## config.mk

```make
export PLATFORM = sky130hd
export DESIGN_NAME = uic_ctrl
export DESIGN_NICKNAME = d
export VERILOG_FILES = /design/src/core/uic_pkg.sv /design/src/core/uic_ctrl.sv
export VERILOG_INCLUDE_DIRS = /design/src /design/src/core
export SDC_FILE = /design/constraint.sdc
export NUM_CORES = 1
export LEC_CHECK = 0
export ABC_CLOCK_PERIOD_IN_PS = 2100
export BUFFER_PORTS_ARGS = -buffer_cell sky130_fd_sc_hd__buf_2
export CAP_MARGIN = 20
export CORE_UTILIZATION = 50
export CTS_BUF_LIST = sky130_fd_sc_hd__clkbuf_2
export CTS_CLUSTER_SIZE = 30
export DETAILED_ROUTE_END_ITERATION = 8
export GPL_TIMING_DRIVEN = 0
export MAX_ROUTING_LAYER = met4
export PLACE_DENSITY = 0.82
export SLEW_MARGIN = 20
export SYNTH_ARGS = -nofsm -noshare
export SYNTH_HDL_FRONTEND = slang
export SYNTH_SLANG_ARGS = --single-unit
```

## constraint.sdc

```tcl
create_clock -name clock_i -period 2.1 [get_ports clock_i]
set_input_delay 0.21 -clock clock_i [delete_from_list [all_inputs] [get_ports clock_i]]
set_output_delay 0.21 -clock clock_i [all_outputs]
set_load 0.05 [all_outputs]
```

## src/core/uic_defs.svh

```systemverilog
// Constants of the UART interrupt and FIFO control block
//
// Summary of operation
// - Receive data interrupt on trigger or character
// - Transmit ready interrupt; enabling while empty fires
// - Line status: overrun at once, errors on readout
// - Mask bits 7:4 need enhanced function bit
// - Interrupt on RTS rising during auto RTS
// - Interrupt on CTS rising during auto CTS
// - Interrupt mask resets to all zeros
// - Source read reports highest pending only
// - Time-out after four chars plus twelve bits
// - Modem status read clears modem and flow interrupts
// - Line status read clears; receive clears below trigger
// - Receive holding read clears time-out
// - Source read or transmit write clears transmit
// - Xoff and special character clear conditions
// - Source read clears wake-up indication
// - Codes for levels one to four
// - Codes for levels five to seven, none
// - Bits 5:4 need enhanced; 7:6 show FIFO enable
// - FIFO enable bit must accompany other bits
// - FIFO reset bits self-clear after pointer reset
// - Bit 3 selects DMA mode of ready pins
// - Transmit trigger field needs enhanced bit
// - Last written trigger applies to both sides
// - Trigger encodings 1, 4, 8, 14 characters
// - Interrupt output driven only when modem bit set
`ifndef UIC_DEFS_SVH
`define UIC_DEFS_SVH

// ----------------------------------------
// Register offsets
// ----------------------------------------
`define UIC_OFS_MASK 3'h1
`define UIC_OFS_SRC  3'h2

// ----------------------------------------
// Field positions
// ----------------------------------------
`define UIC_MB_RX    0
`define UIC_MB_TX    1
`define UIC_MB_LSR   2
`define UIC_MB_MSR   3
`define UIC_MB_SLEEP 4
`define UIC_MB_XOFF  5
`define UIC_MB_RTS   6
`define UIC_MB_CTS   7
`define UIC_FB_EN    0
`define UIC_FB_RXRST 1
`define UIC_FB_TXRST 2
`define UIC_FB_DMA   3

// ----------------------------------------
// Source codes and reset values
// ----------------------------------------
`define UIC_CODE_LSR  6'h06
`define UIC_CODE_TOUT 6'h0C
`define UIC_CODE_RX   6'h04
`define UIC_CODE_TX   6'h02
`define UIC_CODE_MSR  6'h00
`define UIC_CODE_XOFF 6'h10
`define UIC_CODE_FLOW 6'h20
`define UIC_CODE_NONE 6'h01
`define UIC_MASK_RST  8'h00
`define UIC_TRIG_RST  2'h0

// ----------------------------------------
// Trigger levels and time-out length
// ----------------------------------------
`define UIC_TRIG_L0    5'h01
`define UIC_TRIG_L1    5'h04
`define UIC_TRIG_L2    5'h08
`define UIC_TRIG_L3    5'h0E
`define UIC_TOUT_CHARS 4
`define UIC_TOUT_BITS  7'h0C

`endif

```

## src/core/uic_pkg.sv

```systemverilog
// Types of the UART interrupt and FIFO control block
package uic_pkg;

  typedef enum logic [3:0] {
    src_none, src_lsr, src_tout, src_rx, src_tx,
    src_msr, src_xoff, src_flow, src_wake
  } uic_src_t;

  typedef struct packed {
    logic [7:0] mask;
    logic       fifo_en;
    logic       dma;
    logic [1:0] trig;
    logic       rx_rst;
    logic       tx_rst;
    logic       lsr_p;
    logic       tx_p;
    logic       msr_p;
    logic       xoff_p;
    logic       spc_p;
    logic       rts_p;
    logic       cts_p;
    logic       wake_p;
    logic       tout_p;
    logic [6:0] tcnt;
    logic [4:0] tx_lvl_q;
    logic       thr_empty_q;
    logic       tx_over;
    logic       rts_q;
    logic       cts_s1;
    logic       cts_s2;
    logic       cts_q;
    logic [7:0] rdata;
  } uic_state_t;

endpackage

```

## src/core/uic_ctrl.sv

```systemverilog
// Interrupt mask, interrupt source and FIFO control of one UART channel
//
// Chosen here: the register addresses and strobed register access.
`include "uic_defs.svh"

module uic_ctrl (
  input  wire logic       clock_i,       // Device clock
  input  wire logic       rstn_i,        // Async reset, low
  input  wire logic [2:0] addr_i,        // Register address
  input  wire logic [7:0] wdata_i,       // Write data
  input  wire logic       wr_i,          // Write strobe
  input  wire logic       rd_i,          // Read strobe
  output logic      [7:0] rdata_o,       // Read data, next cycle
  input  wire logic       efr_enh_i,     // Enhanced function bit
  input  wire logic       auto_rts_i,    // Auto RTS on
  input  wire logic       auto_cts_i,    // Auto CTS on
  input  wire logic       mcr_int_en_i,  // Modem control bit 3
  input  wire logic [4:0] rx_lvl_i,      // Receive FIFO count
  input  wire logic [4:0] tx_lvl_i,      // Transmit FIFO count
  input  wire logic       thr_empty_i,   // Transmit holding empty
  input  wire logic       rx_load_i,     // Character received
  input  wire logic       rhr_read_i,    // Receive holding read
  input  wire logic       thr_write_i,   // Transmit holding write
  input  wire logic       overrun_i,     // Overrun detected
  input  wire logic       rx_err_read_i, // Faulty char read out
  input  wire logic       lsr_read_i,    // Line status read
  input  wire logic       msr_change_i,  // Modem status bit 0-3 set
  input  wire logic       msr_read_i,    // Modem status read
  input  wire logic       rts_n_i,       // RTS pin level
  input  wire logic       cts_pin_n_i,   // CTS pin, asynchronous
  input  wire logic       xoff_det_i,    // Xoff received
  input  wire logic       xon_det_i,     // Xon received
  input  wire logic       spc_det_i,     // Special char received
  input  wire logic       wake_i,        // Left sleep mode
  input  wire logic       bit_tick_i,    // One pulse per bit time
  input  wire logic [3:0] char_bits_i,   // Bits per character
  output logic            int_o,         // Interrupt level, high
  output logic            int_oe_o,      // Interrupt drive enable
  output logic            fifo_en_o,     // FIFOs enabled
  output logic            rx_fifo_rst_o, // Receive pointer reset
  output logic            tx_fifo_rst_o, // Transmit pointer reset
  output logic            dma_mode_o,    // DMA mode of ready pins
  output logic      [1:0] trig_sel_o,    // Trigger selection
  output logic            sleep_en_o     // Sleep mode enabled
);

  // ----------------------------------------
  // Reset release
  // ----------------------------------------
  logic rst_s1;
  logic rst_n;

  always_ff @(posedge clock_i or negedge rstn_i) begin
    if (!rstn_i) begin
      rst_s1 <= 1'b0;
      rst_n  <= 1'b0;
    end else begin
      rst_s1 <= 1'b1;
      rst_n  <= rst_s1;
    end
  end

  // ----------------------------------------
  // State
  // ----------------------------------------
  uic_pkg::uic_state_t state_ff;
  uic_pkg::uic_state_t nxt_state;
  uic_pkg::uic_src_t   top;

  logic [4:0] trig_lvl;
  logic       rx_hit;
  logic       wr_mask;
  logic       wr_fcr;
  logic       rd_src;
  logic [7:0] eff_mask;
  logic       e_lsr;
  logic       e_tout;
  logic       e_rx;
  logic       e_tx;
  logic       e_msr;
  logic       e_xoff;
  logic       e_flow;
  logic       e_wake;
  logic       any_int;
  logic [5:0] code;
  logic [6:0] tlim;
  logic       tx_set;
  logic       rts_set;
  logic       cts_set;

  assign wr_mask = wr_i && addr_i == `UIC_OFS_MASK;
  assign wr_fcr  = wr_i && addr_i == `UIC_OFS_SRC;
  assign rd_src  = rd_i && addr_i == `UIC_OFS_SRC;

  always_comb begin
    unique case (state_ff.trig)
      2'h0: trig_lvl = `UIC_TRIG_L0;
      2'h1: trig_lvl = `UIC_TRIG_L1;
      2'h2: trig_lvl = `UIC_TRIG_L2;
      2'h3: trig_lvl = `UIC_TRIG_L3;
    endcase
  end

  // Upper mask bits are kept but act only in enhanced mode
  assign eff_mask = {state_ff.mask[7:4] & {4{efr_enh_i}}, state_ff.mask[3:0]};

  // Receive data is a level, so it clears by itself when reads drain it
  assign rx_hit = state_ff.fifo_en ? (rx_lvl_i >= trig_lvl)
                                   : (rx_lvl_i != 5'h00);

  // ----------------------------------------
  // Priority of enabled pending sources
  // ----------------------------------------
  assign e_lsr  = eff_mask[`UIC_MB_LSR] && state_ff.lsr_p;
  assign e_tout = eff_mask[`UIC_MB_RX] && state_ff.tout_p;
  assign e_rx   = eff_mask[`UIC_MB_RX] && rx_hit;
  assign e_tx   = eff_mask[`UIC_MB_TX] && state_ff.tx_p;
  assign e_msr  = eff_mask[`UIC_MB_MSR] && state_ff.msr_p;
  assign e_xoff = eff_mask[`UIC_MB_XOFF] && (state_ff.xoff_p || state_ff.spc_p);
  assign e_flow = (eff_mask[`UIC_MB_RTS] && state_ff.rts_p)
               || (eff_mask[`UIC_MB_CTS] && state_ff.cts_p);
  assign e_wake = eff_mask[`UIC_MB_SLEEP] && state_ff.wake_p;
  assign any_int = e_lsr || e_tout || e_rx || e_tx || e_msr
                || e_xoff || e_flow || e_wake;

  always_comb begin
    if (e_lsr) begin
      top = uic_pkg::src_lsr;
    end else if (e_tout) begin
      top = uic_pkg::src_tout;
    end else if (e_rx) begin
      top = uic_pkg::src_rx;
    end else if (e_tx) begin
      top = uic_pkg::src_tx;
    end else if (e_msr) begin
      top = uic_pkg::src_msr;
    end else if (e_xoff) begin
      top = uic_pkg::src_xoff;
    end else if (e_flow) begin
      top = uic_pkg::src_flow;
    end else if (e_wake) begin
      top = uic_pkg::src_wake;
    end else begin
      top = uic_pkg::src_none;
    end
  end

  always_comb begin
    unique case (top)
      uic_pkg::src_lsr:  code = `UIC_CODE_LSR;
      uic_pkg::src_tout: code = `UIC_CODE_TOUT;
      uic_pkg::src_rx:   code = `UIC_CODE_RX;
      uic_pkg::src_tx:   code = `UIC_CODE_TX;
      uic_pkg::src_msr:  code = `UIC_CODE_MSR;
      uic_pkg::src_xoff: code = `UIC_CODE_XOFF;
      uic_pkg::src_flow: code = `UIC_CODE_FLOW;
      uic_pkg::src_wake: code = `UIC_CODE_NONE;
      uic_pkg::src_none: code = `UIC_CODE_NONE;
      default:           code = `UIC_CODE_NONE;
    endcase
  end

  // ----------------------------------------
  // Event detection
  // ----------------------------------------
  assign tlim = 7'({3'h0, char_bits_i} * `UIC_TOUT_CHARS) + `UIC_TOUT_BITS;

  // Fall below trigger, or empty when the last reload stayed at or under it
  always_comb begin
    if (state_ff.fifo_en) begin
      tx_set = (state_ff.tx_lvl_q >= trig_lvl && tx_lvl_i < trig_lvl
                && state_ff.tx_over)
            || (state_ff.tx_lvl_q != 5'h00 && tx_lvl_i == 5'h00
                && !state_ff.tx_over);
    end else begin
      tx_set = thr_empty_i && !state_ff.thr_empty_q;
    end
    if (wr_mask && wdata_i[`UIC_MB_TX] && !state_ff.mask[`UIC_MB_TX]
        && thr_empty_i) begin
      tx_set = 1'b1;
    end
  end

  assign rts_set = auto_rts_i && rts_n_i && !state_ff.rts_q;
  assign cts_set = auto_cts_i && state_ff.cts_s2 && !state_ff.cts_q;

  // ----------------------------------------
  // Next state
  // ----------------------------------------
  always_comb begin
    nxt_state = state_ff;
    nxt_state.rx_rst = 1'b0;
    nxt_state.tx_rst = 1'b0;
    nxt_state.rdata  = 8'h00;

    if (wr_mask) begin
      nxt_state.mask = wdata_i;
    end

    if (wr_fcr) begin
      nxt_state.fifo_en = wdata_i[`UIC_FB_EN];
      // Without the enable bit every other bit of the write is dropped
      if (wdata_i[`UIC_FB_EN]) begin
        nxt_state.rx_rst = wdata_i[`UIC_FB_RXRST];
        nxt_state.tx_rst = wdata_i[`UIC_FB_TXRST];
        nxt_state.dma    = wdata_i[`UIC_FB_DMA];
        nxt_state.trig   = wdata_i[7:6];
        if (efr_enh_i) begin
          nxt_state.trig = wdata_i[5:4];
        end
      end
    end

    if (rd_i) begin
      unique case (addr_i)
        `UIC_OFS_MASK: nxt_state.rdata = state_ff.mask;
        `UIC_OFS_SRC:  nxt_state.rdata = {{2{state_ff.fifo_en}}, code};
        default:       nxt_state.rdata = 8'h00;
      endcase
    end

    // Set wins over clear for every sticky source
    nxt_state.lsr_p = overrun_i || rx_err_read_i
                   || (state_ff.lsr_p && !lsr_read_i);
    nxt_state.tx_p = tx_set || (state_ff.tx_p && !thr_write_i
                   && !(rd_src && top == uic_pkg::src_tx));
    nxt_state.msr_p = msr_change_i || (state_ff.msr_p && !msr_read_i);
    nxt_state.rts_p = rts_set || (state_ff.rts_p && !msr_read_i);
    nxt_state.cts_p = cts_set || (state_ff.cts_p && !msr_read_i);
    nxt_state.xoff_p = xoff_det_i || (state_ff.xoff_p && !xon_det_i
                    && !(rd_src && top == uic_pkg::src_xoff));
    nxt_state.spc_p = spc_det_i || (state_ff.spc_p && !rx_load_i
                   && !(rd_src && top == uic_pkg::src_xoff));
    nxt_state.wake_p = wake_i || (state_ff.wake_p
                    && !(rd_src && top == uic_pkg::src_wake));

    // Time-out counts bit times while data waits, restarted by traffic
    if (rx_load_i || rhr_read_i || !state_ff.fifo_en
        || rx_lvl_i == 5'h00) begin
      nxt_state.tcnt = 7'h00;
    end else if (bit_tick_i && state_ff.tcnt != tlim) begin
      nxt_state.tcnt = state_ff.tcnt + 7'h01;
    end
    nxt_state.tout_p = (nxt_state.tcnt == tlim && state_ff.tcnt != tlim)
                    || (state_ff.tout_p && !rhr_read_i);

    if (tx_lvl_i > trig_lvl) begin
      nxt_state.tx_over = 1'b1;
    end else if (tx_lvl_i == 5'h00) begin
      nxt_state.tx_over = 1'b0;
    end
    nxt_state.tx_lvl_q    = tx_lvl_i;
    nxt_state.thr_empty_q = thr_empty_i;
    nxt_state.rts_q       = rts_n_i;
    nxt_state.cts_s1      = cts_pin_n_i;
    nxt_state.cts_s2      = state_ff.cts_s1;
    nxt_state.cts_q       = state_ff.cts_s2;
  end

  always_ff @(posedge clock_i or negedge rst_n) begin
    if (!rst_n) begin
      state_ff         <= '0;
      state_ff.mask    <= `UIC_MASK_RST;
      state_ff.trig    <= `UIC_TRIG_RST;
      state_ff.rts_q   <= 1'b1;
      state_ff.cts_s1  <= 1'b1;
      state_ff.cts_s2  <= 1'b1;
      state_ff.cts_q   <= 1'b1;
    end else begin
      state_ff <= nxt_state;
    end
  end

  // ----------------------------------------
  // Outputs
  // ----------------------------------------
  assign rdata_o       = state_ff.rdata;
  assign int_o         = any_int;
  assign int_oe_o      = mcr_int_en_i;
  assign fifo_en_o     = state_ff.fifo_en;
  assign rx_fifo_rst_o = state_ff.rx_rst;
  assign tx_fifo_rst_o = state_ff.tx_rst;
  assign dma_mode_o    = state_ff.dma;
  assign trig_sel_o    = state_ff.trig;
  assign sleep_en_o    = eff_mask[`UIC_MB_SLEEP];
endmodule

```

==> impl_metrics.ini <==
[run_status]
status = complete, but fails checks
violations = setup timing

[die]
start_util = 0.518
fp.dieW_um = 77.5
core_area_sq_um = 5510
die_y_um = 77.5
ios = 66
dieArea_sq_um = 6010
rows = 27

[setup_path]
critPathSlowestCell = dfrtp_2
crit_arrival_ns = 2.33
path_cells = nor2_4 > ha_4 > nand2b_4 > a21o_1 > a21o_1 > a21oi_4 > o21ai_4 > nand2b_4 > buf_8
start_kind = register
cp_max_fo = 3
required_ns = 1.89
cpPeakStageDelay_ns = 0.50
crit_type = reg -> out
cp-end-kind = output port

[detailed_routing]
postRouteAntennaNets = 0
wirelength_um = 6600
vias = 2470
vias_per_cell = 5.30
wire_per_inst_um = 14.2
drc = 0
initialDrtViolationCount = 95
firstDrtPassIters = 4

[final_layout]
drive_above_1_share = 0.393
fill_cells = 428
design.final.nets = 457
syn2layout_area_growth_pct = 36.0
fin_util = 0.704
antenna_cells = 0

[grt]
grt_overflow = 0
grt_use_total = 0.239
grt_max_degree = 27
antenna_found_initial = 0
grt_pass1_vias = 2510
grt_pass1_wl_um = 11000

[sta]
tightest_slew_ns = 0.724
hold_violations = 0
rsz0062_at_grt = true
finalSetupViolCount = 12
fmax_ghz = 0.393
fin_crit_ns = 2.54
worst_slack_ns = -0.445
finalCritPeriodShare = 1.21
timing.slew.headroom = 0.516
hold_ws_ns = 0.0390
fin_worst_skew_ns = 0.0106
drv_slew = 0

[clock_tree]
cts_root_buf = clkbuf_2
cts_num_sinks = 51
cts_buffers = 5
clockBufferDepth = 2
clk_pin_slew_ns = 0.25
clk_latency_ns = 0.44
htreeDepth = 2
cts_tree = done

[logic_synthesis]
ys_seq_area_frac = 0.450
netlist_area_sq_um = 2850
synth_edf_count = 0
ys_ff_latch = 51
syn_inst = 273
ys_top_cells_by_count = dfrtp_1 (47), nand2_1 (28), inv_1 (22)
synthTopCellsByArea = dfrtp_1 (41%), ha_1 (6.6%), mux2_2 (4.0%)
synth_top_cell_by_area = dfrtp_1
synth_cell_types = 59
synth_top_cell_area_share = 0.413
synth.most_common_cell = dfrtp_1
avgSynthCellArea_sq_um = 10.4
ys.warnings.count = 0
syn_nets = 337
ys.flop_type = dfrtp_1
async_flop_share = 1.00

[place]
dpl.hpwl_um = 4620
io_buffers = 64
gp_congestion = 0.883

[hold_path]
min_path_type = in -> async

[power_and_ir_drop]
cellLeakagePower_nw = 1.86
power.density_nw_per_um2 = 623
ir_worst_vdd_mv = 0.311

[job]
cap_violations = 0
-- per-layer routing --
metal | wire length (um) | GRT usage | vias to the layer above
met5 | 0 | - | -
met4 | 82 | 0.0736 | 0
met3 | 253 | 0.0271 | 10
met2 | 3470 | 0.431 | 69
met1 | 2800 | 0.277 | 1197
li1 | - | - | 1194
-- sequential cells by signal, indices dropped and copies added (netlist names) --
signal and count:
rdata_o 8, rx_fifo_rst_o 1, tx_fifo_rst_o 1, eff_mask 4, trig_sel_o 2, fifo_en_o 1, rst_s1 1, rst_n 1
dma_mode_o 1, nxt_state 2, state_ff 29
-- kinds of logic after synthesis --
group | synth area share
AOI/OAI and AO/OA | 0.150
xor gates and xnor gates | 0.0522
adders and majority gates | 0.0658
buffers and inverters | 0.0593
DFF | 0.450
muxes | 0.0584
other | 0.00132
and+or+nand+nor | 0.164
-- final cells by class --
| cell class | count | area [sq um] | share of cell area |
|---|---|---|---|
| buffer | 12 | 86.3 | 0.0223 |
| clock buffer | 5 | 25.0 | 0.00646 |
| clock inverter | 3 | 20.0 | 0.00517 |
| inverter | 22 | 82.6 | 0.0213 |
| multi-input combinational | 188 | 1500 | 0.387 |
| sequential | 51 | 1290 | 0.332 |
| tap | 72 | 90.1 | 0.0232 |
| timing repair buffer | 113 | 782 | 0.202 |
-- timing repair --
action | in CTS | in global routing
hold endpoints to repair | 29 | 0
gates resized for setup | 22 | 1
hold buffers | 27 | 0
pin swaps | 8 | 5
setup buffers | 15 | 6
setup endpoints to repair | 12 | 12
-- report_power, final --
part / internal [mW] / leakage (nW) / switching, mW
registers: 1.07 / 0.622 / 0.0756
logic: 0.408 / 1.22 / 0.460
clock network: 0.0786 / 0.0250 / 0.321
total: 1.56 / 1.86 / 0.857
-- placed cells by master, fill, tap and decap left out, drive strengths merged, types with 3 or more instances in the layout --
master / synthesis / final
buf: 11 / 97
dfrtp: 47 / 47
nand2: 28 / 28
dlygate4sd3: 0 / 27
inv: 22 / 22
nor2: 20 / 20
ha: 15 / 15
o21ai: 12 / 12
nand2b: 11 / 11
mux2: 10 / 10
a21oi: 8 / 8
xnor2: 8 / 8
clkbuf: 1 / 6
and2: 5 / 5
mux2i: 5 / 5
a21o: 4 / 4
nand3: 4 / 4
nand4: 4 / 4
dfstp: 4 / 4
or4: 3 / 3
or3: 3 / 3
xor2: 3 / 3
a22oi: 3 / 3
o211ai: 3 / 3
nor3: 3 / 3
o221ai: 3 / 3
a31oi: 3 / 3
a31o: 3 / 3
-- worst max-delay path, delay by kind of cell (launching register included) --
kind	cells	cell delay, ns
buffers and inverters	1	0.14
DFF	1	0.50
AOI/OAI and AO/OA	4	0.63
adders and majority gates	1	0.21
and+or+nand+nor	3	0.42
-- per-stage QoR --
step / setup WS [ns] / total power, mW / setup TNS (ns) / area, sq um / cells
2_1_floorplan: -0.234 / 1.64 / -0.937 / 2870 / 273
3_3_place_gp: -0.553 / 1.80 / -4.09 / 3280 / 409
3_5_place_dp: -0.545 / 1.83 / -4.32 / 3300 / 410
4_1_cts: -0.455 / 2.42 / -3.26 / 3830 / 460
5_1_grt: -0.524 / 2.54 / -4.66 / 3870 / 466
6_report: -0.445 / 2.41 / -3.55 / 3870 / 466
-- path summary, 6_finish.rpt --
kind / to / depth (start not counted) / slack (ns) / start
hold reg to reg: rdata_o[5] / 0 / 0.25 / rst_n
min in group clock_i: state_ff[31] / 3 / 0.06 / xon_det_i
hold / removal: rst_n / 2 / 0.04 / rstn_i
setup / recovery: int_o / 9 / -0.44 / trig_sel_o[1]
max in group asynchronous: nxt_state[9] / 1 / 1.25 / rst_n
setup reg to reg: rdata_o[1] / 11 / -0.42 / trig_sel_o[1]
Power figures use the tool's default switching activity.
